--- src/pkg/nvmem_regs.svh ---
// Register offsets, field layout and reset values of the paged byte memory access logic
`ifndef NVMEM_REGS_SVH
`define NVMEM_REGS_SVH

// ----------------------------------------------------------------
// Register select codes on the three low address bits
// ----------------------------------------------------------------
`define ADDR_W 3
`define ADDR_MEMORY_DATA 3'h4
`define ADDR_PAGE_LOW 3'h5
`define ADDR_PAGE_HIGH 3'h6

// ----------------------------------------------------------------
// Field widths and positions
// ----------------------------------------------------------------
`define DATA_W 8
`define PAGE_W 11
`define PAGE_LOW_W 8
`define PAGE_HIGH_W 3
`define PAGE_HIGH_LSB 8
`define PAGE_TOP_BIT 10
`define COUNT_W 7
`define DEV_ADDR_W 17
`define DEV_COUNT 2

// ----------------------------------------------------------------
// Reset values and counter step and end
// ----------------------------------------------------------------
`define PAGE_RESET 11'h000
`define COUNT_RESET 7'h00
`define COUNT_STEP 7'h01
`define COUNT_LAST 7'h7f

`endif

--- src/pkg/nvmem_pkg.sv ---
// Types shared by the paged byte memory access logic
`include "nvmem_regs.svh"

package nvmem_pkg;

   // Host side pins, sampled together
   typedef struct packed {
      logic [`DATA_W-1:0] data;
      logic [`ADDR_W-1:0] addr;
      logic sel_n;
      logic rd_n;
      logic wr_n;
   } host_bus_t;

   // Strobes toward the two memory devices
   typedef struct packed {
      logic [`DEV_COUNT-1:0] cs_n;
      logic we_n;
      logic oe_n;
   } mem_ctl_t;

endpackage : nvmem_pkg

--- src/verilog/byte_counter.sv ---
// Seven-bit byte counter with clear and end-of-access increment
`timescale 1ns/1ps
`include "nvmem_regs.svh"

module byte_counter (
   // Clock and control
   input wire logic clk_i,
   input wire logic rst_n_i,
   input wire logic ce_i,
   // Events
   input wire logic clear_i,
   input wire logic cycle_i,
   // Count
   output logic [`COUNT_W-1:0] count_o
);
   import nvmem_pkg::*;

   logic cycle_d_reg;
   logic [`COUNT_W-1:0] count_reg;
   logic [`COUNT_W-1:0] count_next;
   wire cycle_end = cycle_d_reg & ~cycle_i;

   // Clear wins over a coinciding access end; wrap is natural overflow
   assign count_next = clear_i ? `COUNT_RESET :
                       cycle_end ? count_reg + `COUNT_STEP :
                       count_reg;

   always_ff @(posedge clk_i) begin
      if (!rst_n_i) begin
         cycle_d_reg <= 1'b0;
         count_reg <= `COUNT_RESET;
      end else if (ce_i) begin
         cycle_d_reg <= cycle_i;
         count_reg <= count_next;
      end
   end

   assign count_o = count_reg;

endmodule : byte_counter

--- src/verilog/paged_mem_access.sv ---
// Paged parallel byte memory access: decoder, page register, chip selects
`timescale 1ns/1ps
`include "nvmem_regs.svh"

module paged_mem_access (
   // Clock and reset
   input wire logic REF_CLK_I,
   input wire logic RSTN_I,
   input wire logic CE_I,
   // Host bus pins
   input wire nvmem_pkg::host_bus_t HOST_I,
   input wire logic SYS_RESET_N_I,
   output logic [`DATA_W-1:0] HOST_DATA_O,
   output logic HOST_DATA_OE_O,
   // Memory device pins
   output logic [`DEV_ADDR_W-1:0] MEM_ADDR_O,
   output nvmem_pkg::mem_ctl_t MEM_CTL_O,
   output logic [`DATA_W-1:0] MEM_DATA_O,
   output logic MEM_DATA_OE_O,
   input wire logic [`DATA_W-1:0] MEM_DATA_I
);
   import nvmem_pkg::*;

   // ----------------------------------------------------------------
   // Pin synchronisers
   // ----------------------------------------------------------------
   // Pins are asynchronous to REF_CLK_I; only the second stage is read
   host_bus_t host_s1_reg;
   host_bus_t host_s2_reg;
   logic sys_rst_n_s1_reg;
   logic sys_rst_n_s2_reg;
   logic [`DATA_W-1:0] mem_data_s1_reg;
   logic [`DATA_W-1:0] mem_data_s2_reg;

   always_ff @(posedge REF_CLK_I) begin
      if (!RSTN_I) begin
         host_s1_reg <= '{data: 8'h00, addr: 3'h0, sel_n: 1'b1, rd_n: 1'b1, wr_n: 1'b1};
         host_s2_reg <= '{data: 8'h00, addr: 3'h0, sel_n: 1'b1, rd_n: 1'b1, wr_n: 1'b1};
         sys_rst_n_s1_reg <= 1'b0;
         sys_rst_n_s2_reg <= 1'b0;
         mem_data_s1_reg <= 8'h00;
         mem_data_s2_reg <= 8'h00;
      end else if (CE_I) begin
         host_s1_reg <= HOST_I;
         host_s2_reg <= host_s1_reg;
         sys_rst_n_s1_reg <= SYS_RESET_N_I;
         sys_rst_n_s2_reg <= sys_rst_n_s1_reg;
         mem_data_s1_reg <= MEM_DATA_I;
         mem_data_s2_reg <= mem_data_s1_reg;
      end
   end

   // ----------------------------------------------------------------
   // Address decoding
   // ----------------------------------------------------------------
   // One output of the 3-to-8 decode, gated by module select and reset
   function automatic logic decode_hit(
      input logic [`ADDR_W-1:0] addr,
      input logic [`ADDR_W-1:0] code,
      input logic enable
   );
      decode_hit = enable && (addr == code);
   endfunction : decode_hit

   wire decode_en = ~host_s2_reg.sel_n & sys_rst_n_s2_reg;
   wire mem_data_select = decode_hit(host_s2_reg.addr, `ADDR_MEMORY_DATA, decode_en);
   wire page_low_select = decode_hit(host_s2_reg.addr, `ADDR_PAGE_LOW, decode_en);
   wire page_high_select = decode_hit(host_s2_reg.addr, `ADDR_PAGE_HIGH, decode_en);
   wire write_act = ~host_s2_reg.wr_n;
   wire read_act = ~host_s2_reg.rd_n;
   wire page_low_wr = page_low_select & write_act;
   wire page_high_wr = page_high_select & write_act;
   wire mem_read = mem_data_select & read_act & ~write_act;
   wire mem_write = mem_data_select & write_act;
   wire mem_cycle = mem_read | mem_write;

   // ----------------------------------------------------------------
   // Page register
   // ----------------------------------------------------------------
   logic [`PAGE_W-1:0] page_reg;
   logic [`PAGE_W-1:0] page_next;

   // Both halves may be written in any order; the low write also restarts the byte count
   assign page_next = {
      page_high_wr ? host_s2_reg.data[`PAGE_HIGH_W-1:0] : page_reg[`PAGE_W-1:`PAGE_HIGH_LSB],
      page_low_wr ? host_s2_reg.data : page_reg[`PAGE_LOW_W-1:0]
   };

   always_ff @(posedge REF_CLK_I) begin
      if (!RSTN_I) begin
         page_reg <= `PAGE_RESET;
      end else if (CE_I) begin
         page_reg <= page_next;
      end
   end

   // ----------------------------------------------------------------
   // Byte counter
   // ----------------------------------------------------------------
   logic mem_cycle_reg;
   logic [`COUNT_W-1:0] count;

   // Fed by the registered strobe so the address moves one cycle after
   // the chip select has gone away, giving the devices address hold time
   byte_counter u_byte_counter (
      .clk_i (REF_CLK_I),
      .rst_n_i (RSTN_I),
      .ce_i (CE_I),
      .clear_i (page_low_wr),
      .cycle_i (mem_cycle_reg),
      .count_o (count)
   );

   // ----------------------------------------------------------------
   // Memory device strobes and data
   // ----------------------------------------------------------------
   wire page_top = page_reg[`PAGE_TOP_BIT];
   mem_ctl_t mem_ctl_reg;
   mem_ctl_t mem_ctl_next;
   logic [`DATA_W-1:0] mem_data_reg;
   logic mem_data_oe_reg;
   logic [`DATA_W-1:0] host_data_reg;
   logic host_data_oe_reg;

   // Pages below 1024 on device 0, the rest on device 1
   assign mem_ctl_next.cs_n = ~{mem_cycle & page_top, mem_cycle & ~page_top};
   assign mem_ctl_next.we_n = ~mem_write;
   assign mem_ctl_next.oe_n = ~mem_read;

   always_ff @(posedge REF_CLK_I) begin
      if (!RSTN_I) begin
         mem_ctl_reg <= '{cs_n: 2'h3, we_n: 1'b1, oe_n: 1'b1};
         mem_cycle_reg <= 1'b0;
         mem_data_reg <= 8'h00;
         mem_data_oe_reg <= 1'b0;
         host_data_reg <= 8'h00;
         host_data_oe_reg <= 1'b0;
      end else if (CE_I) begin
         mem_ctl_reg <= mem_ctl_next;
         mem_cycle_reg <= mem_cycle;
         mem_data_reg <= host_s2_reg.data;
         mem_data_oe_reg <= mem_write;
         host_data_reg <= mem_data_s2_reg;
         host_data_oe_reg <= mem_read;
      end
   end

   // 17-bit device address: ten page bits over the seven count bits
   assign MEM_ADDR_O = {page_reg[`PAGE_TOP_BIT-1:0], count};
   assign MEM_CTL_O = mem_ctl_reg;
   assign MEM_DATA_O = mem_data_reg;
   assign MEM_DATA_OE_O = mem_data_oe_reg;
   assign HOST_DATA_O = host_data_reg;
   assign HOST_DATA_OE_O = host_data_oe_reg;

   // ----------------------------------------------------------------
   // Assertions
   // ----------------------------------------------------------------
   property p_reset_blocks_decode;
      @(posedge REF_CLK_I) disable iff (!RSTN_I)
      !sys_rst_n_s2_reg |-> !mem_data_select && !page_low_select && !page_high_select;
   endproperty
   a_reset_blocks_decode: assert property (p_reset_blocks_decode)
      else $error("decode active during system reset");

   property p_select_addr;
      @(posedge REF_CLK_I) disable iff (!RSTN_I)
      (mem_data_select || page_low_select || page_high_select) |->
         !host_s2_reg.sel_n && host_s2_reg.addr >= 3'h4 && host_s2_reg.addr <= 3'h6;
   endproperty
   a_select_addr: assert property (p_select_addr)
      else $error("select outside addresses 4 to 6 or module select high");

   property p_page_low_latch;
      @(posedge REF_CLK_I) disable iff (!RSTN_I)
      CE_I && page_low_wr |=> page_reg[7:0] == $past(host_s2_reg.data) && count == 7'h00;
   endproperty
   a_page_low_latch: assert property (p_page_low_latch)
      else $error("low page write did not latch byte or clear count");

   property p_page_high_latch;
      @(posedge REF_CLK_I) disable iff (!RSTN_I)
      CE_I && page_high_wr && !page_low_wr |=>
         page_reg[10:8] == $past(host_s2_reg.data[2:0]) && page_reg[7:0] == $past(page_reg[7:0]);
   endproperty
   a_page_high_latch: assert property (p_page_high_latch)
      else $error("high page write wrong");

   property p_page_hold;
      @(posedge REF_CLK_I) disable iff (!RSTN_I)
      !page_low_wr && !page_high_wr |=> $stable(page_reg);
   endproperty
   a_page_hold: assert property (p_page_hold)
      else $error("page register changed without a write");

   property p_count_clear;
      @(posedge REF_CLK_I) disable iff (!RSTN_I)
      CE_I && page_low_wr ##1 CE_I && !page_low_wr && !mem_cycle_reg |=> count == 7'h00;
   endproperty
   a_count_clear: assert property (p_count_clear)
      else $error("byte counter not cleared by low page write");

   property p_count_step;
      @(posedge REF_CLK_I) disable iff (!RSTN_I)
      CE_I && $fell(mem_cycle_reg) && !page_low_wr |=>
         count == 7'($past(count) + 7'h01) && $stable(page_reg[10:8]);
   endproperty
   a_count_step: assert property (p_count_step)
      else $error("byte counter did not step at end of access");

   property p_count_still;
      @(posedge REF_CLK_I) disable iff (!RSTN_I)
      mem_cycle_reg && mem_cycle && !page_low_wr ##1 mem_cycle_reg |-> $stable(MEM_ADDR_O);
   endproperty
   a_count_still: assert property (p_count_still)
      else $error("device address moved during an access");

   property p_chip_select;
      @(posedge REF_CLK_I) disable iff (!RSTN_I)
      CE_I && mem_cycle |=> MEM_CTL_O.cs_n == ($past(page_reg[10]) ? 2'h1 : 2'h2);
   endproperty
   a_chip_select: assert property (p_chip_select)
      else $error("wrong chip select for page");

   property p_strobes;
      @(posedge REF_CLK_I) disable iff (!RSTN_I)
      !MEM_CTL_O.we_n || !MEM_CTL_O.oe_n |->
         MEM_CTL_O.we_n != MEM_CTL_O.oe_n && MEM_CTL_O.cs_n != 2'h3;
   endproperty
   a_strobes: assert property (p_strobes)
      else $error("device strobe without chip select or both strobes");

   property p_one_device;
      @(posedge REF_CLK_I) disable iff (!RSTN_I)
      MEM_CTL_O.cs_n != 2'h0;
   endproperty
   a_one_device: assert property (p_one_device)
      else $error("both memory devices selected at once");

   property p_count_wrap;
      @(posedge REF_CLK_I) disable iff (!RSTN_I)
      CE_I && $fell(mem_cycle_reg) && !page_low_wr && !page_high_wr && count == 7'h7f |=>
         count == 7'h00 && $stable(page_reg);
   endproperty
   a_count_wrap: assert property (p_count_wrap)
      else $error("byte counter did not wrap to zero with page kept");

   property p_low_keeps_high;
      @(posedge REF_CLK_I) disable iff (!RSTN_I)
      CE_I && page_low_wr && !page_high_wr |=> page_reg[10:8] == $past(page_reg[10:8]);
   endproperty
   a_low_keeps_high: assert property (p_low_keeps_high)
      else $error("low page write disturbed the high page part");

   property p_freeze;
      @(posedge REF_CLK_I) disable iff (!RSTN_I)
      !CE_I |=> $stable(page_reg) && $stable(count) && $stable(MEM_CTL_O);
   endproperty
   a_freeze: assert property (p_freeze)
      else $error("state moved while the clock enable was low");

   // ----------------------------------------------------------------
   // Bus drive checks
   // ----------------------------------------------------------------
   // Strobe and drive outputs lag the synchronised pins by one edge
   property p_idle_quiet;
      @(posedge REF_CLK_I) disable iff (!RSTN_I)
      CE_I && !mem_cycle |=> MEM_CTL_O.cs_n == 2'h3 && !MEM_DATA_OE_O && !HOST_DATA_OE_O;
   endproperty
   a_idle_quiet: assert property (p_idle_quiet)
      else $error("device strobed or bus driven outside a data access");

   property p_sys_reset_quiet;
      @(posedge REF_CLK_I) disable iff (!RSTN_I)
      CE_I && !sys_rst_n_s2_reg |=> MEM_CTL_O.cs_n == 2'h3 && $stable(page_reg);
   endproperty
   a_sys_reset_quiet: assert property (p_sys_reset_quiet)
      else $error("device selected or page changed during system reset");

   property p_write_data;
      @(posedge REF_CLK_I) disable iff (!RSTN_I)
      CE_I && mem_write |=>
         MEM_DATA_OE_O && MEM_DATA_O == $past(host_s2_reg.data) && MEM_CTL_O.oe_n;
   endproperty
   a_write_data: assert property (p_write_data)
      else $error("write access did not drive its byte toward the device");

   property p_read_drive;
      @(posedge REF_CLK_I) disable iff (!RSTN_I)
      CE_I && mem_read |=> HOST_DATA_OE_O && !MEM_DATA_OE_O && MEM_CTL_O.we_n;
   endproperty
   a_read_drive: assert property (p_read_drive)
      else $error("read access did not drive the host bus");

   c_page_write: cover property (@(posedge REF_CLK_I) disable iff (!RSTN_I)
      page_high_wr ##[1:20] page_low_wr);
   c_upper_device: cover property (@(posedge REF_CLK_I) disable iff (!RSTN_I)
      !MEM_CTL_O.cs_n[1] && !MEM_CTL_O.we_n);
   c_wrap: cover property (@(posedge REF_CLK_I) disable iff (!RSTN_I)
      count == 7'h7f ##[1:20] count == 7'h00);
   c_read_lower: cover property (@(posedge REF_CLK_I) disable iff (!RSTN_I)
      !MEM_CTL_O.cs_n[0] && !MEM_CTL_O.oe_n);
   c_sys_reset_block: cover property (@(posedge REF_CLK_I) disable iff (!RSTN_I)
      !sys_rst_n_s2_reg && !host_s2_reg.sel_n && !host_s2_reg.wr_n);

endmodule : paged_mem_access

--- config.mk ---
export PLATFORM = sky130hd
export DESIGN_NAME = paged_mem_access
export DESIGN_NICKNAME = d
export VERILOG_FILES = /design/src/pkg/nvmem_pkg.sv /design/src/verilog/byte_counter.sv /design/src/verilog/paged_mem_access.sv
export VERILOG_INCLUDE_DIRS = /design/src /design/src/pkg
export SDC_FILE = /design/constraint.sdc
export NUM_CORES = 1
export LEC_CHECK = 0
export BUFFER_PORTS_ARGS = -buffer_cell sky130_fd_sc_hd__buf_2
export CORE_ASPECT_RATIO = 0.6
export CORE_MARGIN = 2
export CORE_UTILIZATION = 59
export DETAILED_ROUTE_END_ITERATION = 7
export PLACE_DENSITY_LB_ADDON = 0.12
export SYNTH_ARGS = -nofsm -noshare
export SYNTH_HDL_FRONTEND = slang
export SYNTH_SLANG_ARGS = --single-unit
--- constraint.sdc ---
create_clock -name REF_CLK_I -period 2.5 [get_ports REF_CLK_I]
set_clock_uncertainty 0.05 [all_clocks]
set_input_delay 0.375 -clock REF_CLK_I [delete_from_list [all_inputs] [get_ports REF_CLK_I]]
set_output_delay 0.375 -clock REF_CLK_I [all_outputs]
set_load 0.005 [all_outputs]
==> results of run 1 <==
-- path summary, 6_finish.rpt --
path | from | end | slack (ns) | depth (start not counted)
worst min register to register | page_reg[5] | page_reg[5] | 0.41 | 2
worst max-delay path | host_s2_reg[3] | page_reg[6] | 0.84 | 3
worst max register to register | host_s2_reg[3] | page_reg[6] | 0.84 | 3
worst min-delay path | HOST_I[2] | host_s1_reg[2] | 0.19 | 3
-- power groups by stage --
stage                     clock (W)  sequential (W)  combinational (W)
after floorplan                   0         0.00149           0.000122
after global placement            0         0.00150           0.000159
after detailed placement          0         0.00150           0.000164
after CTS                  0.000864         0.00146           0.000165
after global routing       0.000930         0.00147           0.000181
final                      0.000837         0.00146           0.000162
-- per-layer routing --
layer / wire (microns) / part of all wire / global-route usage / vias up
li1: - / - / - / 1197
met1: 3100 / 0.50 / 0.296 / 1069
met2: 2630 / 0.42 / 0.293 / 60
met3: 462 / 0.074 / 0.0844 / 4
met4: 16 / 0.0026 / 0.0559 / 0
met5: 0 / 0 / 0 / -
-- cell families (layout without fill, tap and decap cells) --
group	Yosys count	after routing	share of synthesized area
multiplexers	75	75	0.216
buffers and inverters	30	85	0.0462
flip-flops	88	88	0.508
XOR/XNOR	1	1	0.00253
AO/OA/AOI/OAI	18	18	0.0325
AND/OR/NAND/NOR	113	113	0.191
adder cells (fa/ha/maj)	1	1	0.00361
-- layout by cell type, fill, tap and decap left out, types with 3 or more instances in the layout --
cell type / n
nor2_1: 6
o21ai_0: 6
clkbuf_8: 10
buf_4: 5
or3_1: 5
nand2_1: 27
a21oi_1: 4
mux2i_1: 75
buf_2: 63
clkbuf_1: 3
dfxtp_1: 88
nor2b_1: 59
-- worst max-delay path, cell delays in order, from the launching register on --
cell	delay (ns)
dfxtp_1	0.41
or3b_2	0.52
nor2_4	0.35
mux2i_1	0.25
-- area by class of cell --
class,count,area (sq um)
clock buffer,13,149
clock inverter,3,17.5
fill,463,1690
inverter,1,3.75
multi-input combinational,208,1550
sequential,88,1760
tap,80,100
timing repair buffer,68,353
-- stage by stage --
stage | cell area, sq um | hold WS, ns | total power (W)
final | 3930 | 0.195 | 0.00246
after global routing | 3930 | 0.177 | 0.00258
after CTS | 3930 | 0.174 | 0.00249
after detailed placement | 3760 | 0.396 | 0.00166
after global placement | 3760 | 0.391 | 0.00166
after floorplan | 3470 | 0.385 | 0.00161
==> impl_metrics.xml, run 1 <==
<?xml version="1.0" encoding="UTF-8"?>
<metrics>
  <group name="power_and_ir_drop">
    <metric name="cellLeakagePower" unit="nW">1.72</metric>
    <metric name="p_per_area" unit="mW/mm^2">627</metric>
    <metric name="power.ir.vdd_worst" unit="mV">0.350</metric>
    <metric name="share_clk_of_total_power" unit="">0.340</metric>
    <metric name="internal-power" unit="W">0.00191</metric>
    <metric name="sw_frac" unit="">0.224</metric>
    <metric name="p_comb_frac" unit="">0.066</metric>
    <metric name="seq_power_share" unit="">0.595</metric>
    <metric name="p_sw" unit="W">0.000553</metric>
  </group>
  <group name="drt">
    <metric name="postRouteAntennaNets" unit="">0</metric>
    <metric name="average_detailed_routed_wire_length_per_instance" unit="microns">13.5</metric>
    <metric name="drt-initial-drc-count" unit="">93</metric>
    <metric name="post_drt_via_cell_ratio" unit="">5.05</metric>
    <metric name="detailedRoute.firstPassIterationCount" unit="">4</metric>
    <metric name="sum_of_routed_wire_length_over_all_layers" unit="mm">6.21</metric>
    <metric name="dr_total_vias" unit="">2330</metric>
    <metric name="drc_errors" unit="">0</metric>
  </group>
  <group name="global_route">
    <metric name="grt_first_pass_wirelength" unit="mm">10.5</metric>
    <metric name="first_global_vias" unit="">2177</metric>
    <metric name="global_route.usage.total" unit="">0.208</metric>
    <metric name="antenna_found_initial" unit="">0</metric>
    <metric name="largest_net_degree_at_the_start_of_global_routing" unit="">39</metric>
    <metric name="global_route.overflow_total" unit="">0</metric>
  </group>
  <group name="logic_synthesis">
    <metric name="synthesis.area" unit="sq mm">0.00347</metric>
    <metric name="number_of_cells_produced_by_synthesis" unit="">326</metric>
    <metric name="ys_types" unit="">31</metric>
    <metric name="ys.flop_type" unit="">dfxtp_1</metric>
    <metric name="synthMostInstantiatedCell" unit="">dfxtp_1</metric>
    <metric name="synth.ff_latch_count" unit="">88</metric>
    <metric name="ys_warns" unit="">0</metric>
    <metric name="synth_area_leader_cell" unit="">dfxtp_1</metric>
    <metric name="avgSynthCellArea" unit="sq um">10.6</metric>
    <metric name="ys_async_sr_fraction" unit="">0</metric>
    <metric name="synth.yosys.seq_area_share" unit="">0.508</metric>
    <metric name="synth_top_cells_by_count" unit="">dfxtp_1 (88), mux2i_1 (75), nor2b_1 (59)</metric>
    <metric name="yosysTopAreaCellShare" unit="">0.508</metric>
    <metric name="post_synth_main_area_contributors" unit="">dfxtp_1 (51%), mux2i_1 (22%), nor2b_1 (11%)</metric>
    <metric name="synth_edf_count" unit="">0</metric>
    <metric name="synth_fp_nets" unit="">353</metric>
  </group>
  <group name="sta">
    <metric name="grt_setup_unrepaired" unit="">no</metric>
    <metric name="achievable_frequency" unit="MHz">604</metric>
    <metric name="maxSlewHeadroom" unit="">0.618</metric>
    <metric name="final-max-slew-violation-count" unit="">0</metric>
    <metric name="finalCriticalPeriod" unit="ns">1.66</metric>
    <metric name="finalSetupViolations" unit="">0</metric>
    <metric name="timing_worst_slew_pin_value" unit="ns">0.573</metric>
    <metric name="setup_total_negative_slack" unit="ns">0</metric>
    <metric name="post-route-period-util" unit="">0.662</metric>
    <metric name="timing.final.hold_violations" unit="">0</metric>
    <metric name="worst_slack" unit="ns">0.844</metric>
  </group>
  <group name="clock_network">
    <metric name="insertion_delay" unit="ns">0.34</metric>
    <metric name="cts-hold-fix-buffers" unit="">0</metric>
    <metric name="htreeDepth" unit="">3</metric>
    <metric name="tritoncts.num_buffers" unit="">9</metric>
    <metric name="cts_tree" unit="">done</metric>
    <metric name="resized_gates_after_cts" unit="">0</metric>
    <metric name="cts.sink_count" unit="">88</metric>
    <metric name="path_clk_slew" unit="ns">0.08</metric>
    <metric name="post_cts_buffers" unit="">0</metric>
    <metric name="clock_tree.root_cell" unit="">clkbuf_8</metric>
    <metric name="clock_path_buffers" unit="">2</metric>
  </group>
  <group name="die">
    <metric name="boundary_pin_count" unit="">65</metric>
    <metric name="floorplan.die_area" unit="sq mm">0.00653</metric>
    <metric name="num_rows" unit="">21</metric>
    <metric name="dieHeight" unit="microns">63.4</metric>
    <metric name="initial_core_util" unit="">0.617</metric>
    <metric name="core" unit="sq mm">0.00562</metric>
    <metric name="die-width" unit="microns">103</metric>
  </group>
  <group name="status">
    <metric name="status" unit="">finished, final reports clean</metric>
  </group>
  <group name="setup_path">
    <metric name="critPathMaxFanout" unit="">9</metric>
    <metric name="critPathLaunchType" unit="">flop</metric>
    <metric name="crit_required" unit="ns">2.71</metric>
    <metric name="crit_type" unit="">flop to flop</metric>
    <metric name="cp-end-kind" unit="">flop</metric>
    <metric name="worstPathArrival" unit="ns">1.87</metric>
  </group>
  <group name="final_layout">
    <metric name="postLayoutCoreUtil" unit="">0.699</metric>
    <metric name="net_total_in_the_final_layout" unit="">403</metric>
    <metric name="final_layout_size_suffix_gt1_frac" unit="">0.223</metric>
    <metric name="syn2layout_area_growth" unit="%">13.3</metric>
    <metric name="layoutNonFillerInstCount" unit="">461</metric>
    <metric name="antennaDiodeCount" unit="">0</metric>
  </group>
  <group name="placed_design">
    <metric name="place.detailed.hpwl" unit="mm">4.32</metric>
    <metric name="detailedPlace.worstSlack" unit="ns">0.835</metric>
    <metric name="place_congestion" unit="">0.760</metric>
    <metric name="numPlacedInstances" unit="">445</metric>
    <metric name="port_buffers" unit="">64</metric>
  </group>
  <group name="flow_run">
    <metric name="drv.max_cap_violation_count" unit="">0</metric>
  </group>
  <group name="worst_hold_path">
    <metric name="hp-class" unit="">input port to flop</metric>
  </group>
</metrics>
(Power assumes the default switching activity.)
==> inputs of run 2 (changes only) <==
ABC_AREA = 1   (was unset)
CORE_UTILIZATION = 49   (was 59)
clock period = 1.45 ns   (was 2.5 ns; I/O delays follow)
==> run 2 against run 1 <==
First-iteration DRC count rose by 140%. Cell area up 1.2%. Clock power rose to 2.6 times the previous value. Setup slack got worse by 0.68 ns. Count of clock-buffer cells in the layout down 2. Via count up 21%. Die area increased by 16%. Sequential cell count is the same. Synthesized cell count increased by 35%. Register-to-register slack got worse by 0.68 ns. Synthesized area fell by 2.8%. Sequential power rose by 78%. Critical path type unchanged. Largest cell class unchanged.
==> impl_metrics.xml, run 2 <==
<?xml version="1.0" encoding="UTF-8"?>
<metrics>
  <group name="setup_path">
    <metric name="critPathMaxFanout" unit="">5</metric>
    <metric name="crit_required" unit="ns">1.67</metric>
    <metric name="worstPathArrival" unit="ns">1.50</metric>
    <metric name="crit_type" unit="">flop to flop</metric>
    <metric name="cp-end-kind" unit="">flop</metric>
    <metric name="critPathLaunchType" unit="">flop</metric>
  </group>
  <group name="final_layout">
    <metric name="antennaDiodeCount" unit="">0</metric>
    <metric name="most_common_library_cell_in_the_layout_ignoring_fill_and_taps" unit="">nor2_1</metric>
    <metric name="postLayoutCoreUtil" unit="">0.596</metric>
    <metric name="final_cell_mix" unit="">nor2_1 (116), dfxtp_1 (86), nand2_1 (70)</metric>
    <metric name="final_layout_size_suffix_gt1_frac" unit="">0.219</metric>
    <metric name="layout.cell_area.non_filler" unit="sq mm">0.00398</metric>
    <metric name="layoutNonFillerInstCount" unit="">584</metric>
    <metric name="layout.area.seq" unit="sq mm">0.00176</metric>
    <metric name="syn2layout_area_growth" unit="%">18.1</metric>
    <metric name="multi_input_comb_area" unit="sq mm">0.00133</metric>
    <metric name="filler_cell_count" unit="">642</metric>
    <metric name="net_total_in_the_final_layout" unit="">519</metric>
  </group>
  <group name="placed_design">
    <metric name="port_buffers" unit="">64</metric>
    <metric name="placed_area" unit="sq mm">0.00369</metric>
    <metric name="place_congestion" unit="">0.789</metric>
    <metric name="place.detailed.hpwl" unit="mm">5.12</metric>
    <metric name="numPlacedInstances" unit="">568</metric>
    <metric name="detailedPlace.worstSlack" unit="ns">0.126</metric>
  </group>
  <group name="clock_network">
    <metric name="insertion_delay" unit="ns">0.33</metric>
    <metric name="post_cts_buffers" unit="">0</metric>
    <metric name="clock_path_buffers" unit="">2</metric>
    <metric name="path_clk_slew" unit="ns">0.06</metric>
    <metric name="htreeDepth" unit="">3</metric>
    <metric name="cts.sink_count" unit="">88</metric>
    <metric name="tritoncts.num_buffers" unit="">9</metric>
    <metric name="clock_tree.root_cell" unit="">clkbuf_16</metric>
    <metric name="cts_tree" unit="">done</metric>
    <metric name="cts-hold-fix-buffers" unit="">0</metric>
  </group>
  <group name="drt">
    <metric name="drt-initial-drc-count" unit="">223</metric>
    <metric name="sum_of_routed_wire_length_over_all_layers" unit="mm">7.44</metric>
    <metric name="postRouteAntennaNets" unit="">0</metric>
    <metric name="drc_errors" unit="">0</metric>
    <metric name="average_detailed_routed_wire_length_per_instance" unit="microns">12.7</metric>
    <metric name="detailedRoute.firstPassIterationCount" unit="">4</metric>
    <metric name="dr_total_vias" unit="">2828</metric>
    <metric name="post_drt_via_cell_ratio" unit="">4.84</metric>
  </group>
  <group name="power_and_ir_drop">
    <metric name="cellLeakagePower" unit="nW">1.81</metric>
    <metric name="p_per_area" unit="mW/mm^2">1290</metric>
    <metric name="power.ir.vdd_worst" unit="mV">0.879</metric>
  </group>
  <group name="logic_synthesis">
    <metric name="ys.flop_type" unit="">dfxtp_1</metric>
    <metric name="yosysTopAreaCellShare" unit="">0.523</metric>
    <metric name="synth_area_leader_cell" unit="">dfxtp_1</metric>
    <metric name="number_of_cells_produced_by_synthesis" unit="">439</metric>
    <metric name="synth.yosys.seq_area_share" unit="">0.523</metric>
    <metric name="synth_fp_nets" unit="">466</metric>
    <metric name="synthMostInstantiatedCell" unit="">nor2_1</metric>
    <metric name="synth.ff_latch_count" unit="">88</metric>
    <metric name="ys_types" unit="">30</metric>
    <metric name="post_synth_main_area_contributors" unit="">dfxtp_1 (52%), nor2_1 (13%), o21ai_0 (8.8%)</metric>
    <metric name="ys_warns" unit="">0</metric>
    <metric name="avgSynthCellArea" unit="sq um">7.68</metric>
    <metric name="synthesis.area" unit="sq mm">0.00337</metric>
    <metric name="synth_top_cells_by_count" unit="">nor2_1 (116), dfxtp_1 (88), nand2_1 (70)</metric>
    <metric name="ys_async_sr_fraction" unit="">0</metric>
    <metric name="synth_edf_count" unit="">0</metric>
  </group>
  <group name="die">
    <metric name="num_rows" unit="">23</metric>
    <metric name="floorplan.die_area" unit="sq mm">0.00758</metric>
    <metric name="boundary_pin_count" unit="">65</metric>
    <metric name="initial_core_util" unit="">0.505</metric>
    <metric name="core" unit="sq mm">0.00668</metric>
    <metric name="die-width" unit="microns">111</metric>
    <metric name="dieHeight" unit="microns">68.2</metric>
  </group>
  <group name="sta">
    <metric name="maxSlewHeadroom" unit="">0.784</metric>
    <metric name="post-route-period-util" unit="">0.884</metric>
    <metric name="setup_total_negative_slack" unit="ns">0</metric>
    <metric name="finalCriticalPeriod" unit="ns">1.28</metric>
    <metric name="final-max-slew-violation-count" unit="">0</metric>
    <metric name="finalSetupViolations" unit="">0</metric>
    <metric name="timing_worst_slew_pin_value" unit="ns">0.325</metric>
    <metric name="grt_setup_unrepaired" unit="">no</metric>
    <metric name="worst_slack" unit="ns">0.169</metric>
    <metric name="timing.final.hold_violations" unit="">0</metric>
    <metric name="achievable_frequency" unit="MHz">780</metric>
  </group>
  <group name="global_route">
    <metric name="first_global_vias" unit="">2526</metric>
    <metric name="grt_first_pass_wirelength" unit="mm">12.2</metric>
    <metric name="global_route.overflow_total" unit="">0</metric>
    <metric name="largest_net_degree_at_the_start_of_global_routing" unit="">33</metric>
    <metric name="global_route.usage.total" unit="">0.208</metric>
    <metric name="antenna_found_initial" unit="">0</metric>
  </group>
  <group name="status">
    <metric name="status" unit="">finished, final reports clean</metric>
  </group>
  <group name="worst_hold_path">
    <metric name="hp-class" unit="">input port to flop</metric>
  </group>
  <group name="flow_run">
    <metric name="drv.max_cap_violation_count" unit="">0</metric>
  </group>
</metrics>
run 2: per-stage QoR:
step / power (W) / hold slack (ns)
after global routing: 0.00533 / 0.0494
final: 0.00512 / 0.0502
after CTS: 0.00517 / 0.0408
after floorplan: 0.00288 / 0.294
after detailed placement: 0.00301 / 0.385
after global placement: 0.00301 / 0.378
run 2: cells by family (layout without fill, tap and decap cells):
family | after synthesis | in the layout | share of synthesized area
simple gates | 214 | 214 | 0.265
flops | 88 | 88 | 0.523
compound gates | 81 | 81 | 0.125
buf+inv | 55 | 113 | 0.0835
fa+ha+maj | 1 | 1 | 0.00371
run 2: report_power, final:
part           internal [W]  total, W  switching (W)  leakage [nW]
clock               0.00125   0.00215       0.000907         0.141
combinational      0.000141  0.000362       0.000221         0.949
sequential          0.00253   0.00260      0.0000674         0.724
run 2: worst max-delay path, stage by stage, from the launching register on:
cell and delay [ns]:
dfxtp_2 0.37, ha_2 0.22, nand3_1 0.10, nor2_1 0.18, nand3_1 0.10, nand2_1 0.07, inv_1 0.04, nor2_1 0.10
run 2: path summary, 6_finish.rpt:
kind | startpoint | endpoint | slack, ns | depth (start not counted)
worst max-delay path | u_byte_counter.count_o[0] | u_byte_counter.count_o[6] | 0.17 | 7
worst max register to register | u_byte_counter.count_o[0] | u_byte_counter.count_o[6] | 0.17 | 7
worst min-delay path | HOST_I[0] | host_s1_reg[0] | 0.05 | 3
worst min register to register | page_reg[0] | page_reg[0] | 0.40 | 2
run 2: area by class of cell:
class | count | share of cell area
inverter | 21 | 0.0208
clock buffer | 11 | 0.0635
timing repair buffer | 76 | 0.103
sequential | 88 | 0.443
multi-input combinational | 296 | 0.334
tap | 87 | 0.0274
clock inverter | 5 | 0.00786
run 2: per-layer routing:
metal  track usage  wire length (microns)  vias up
met5             0                      0        -
met4        0.0586                     66        0
met3        0.0717                    401        6
met2         0.306                   2950       69
met1         0.293                   4020     1255
li1              -                      -     1498
run 2: timing repair:
item                                   4_1_cts  5_1_grt
endpoints found under the hold margin        0        0
resized for setup                            0        3
setup endpoints to repair                    0        2
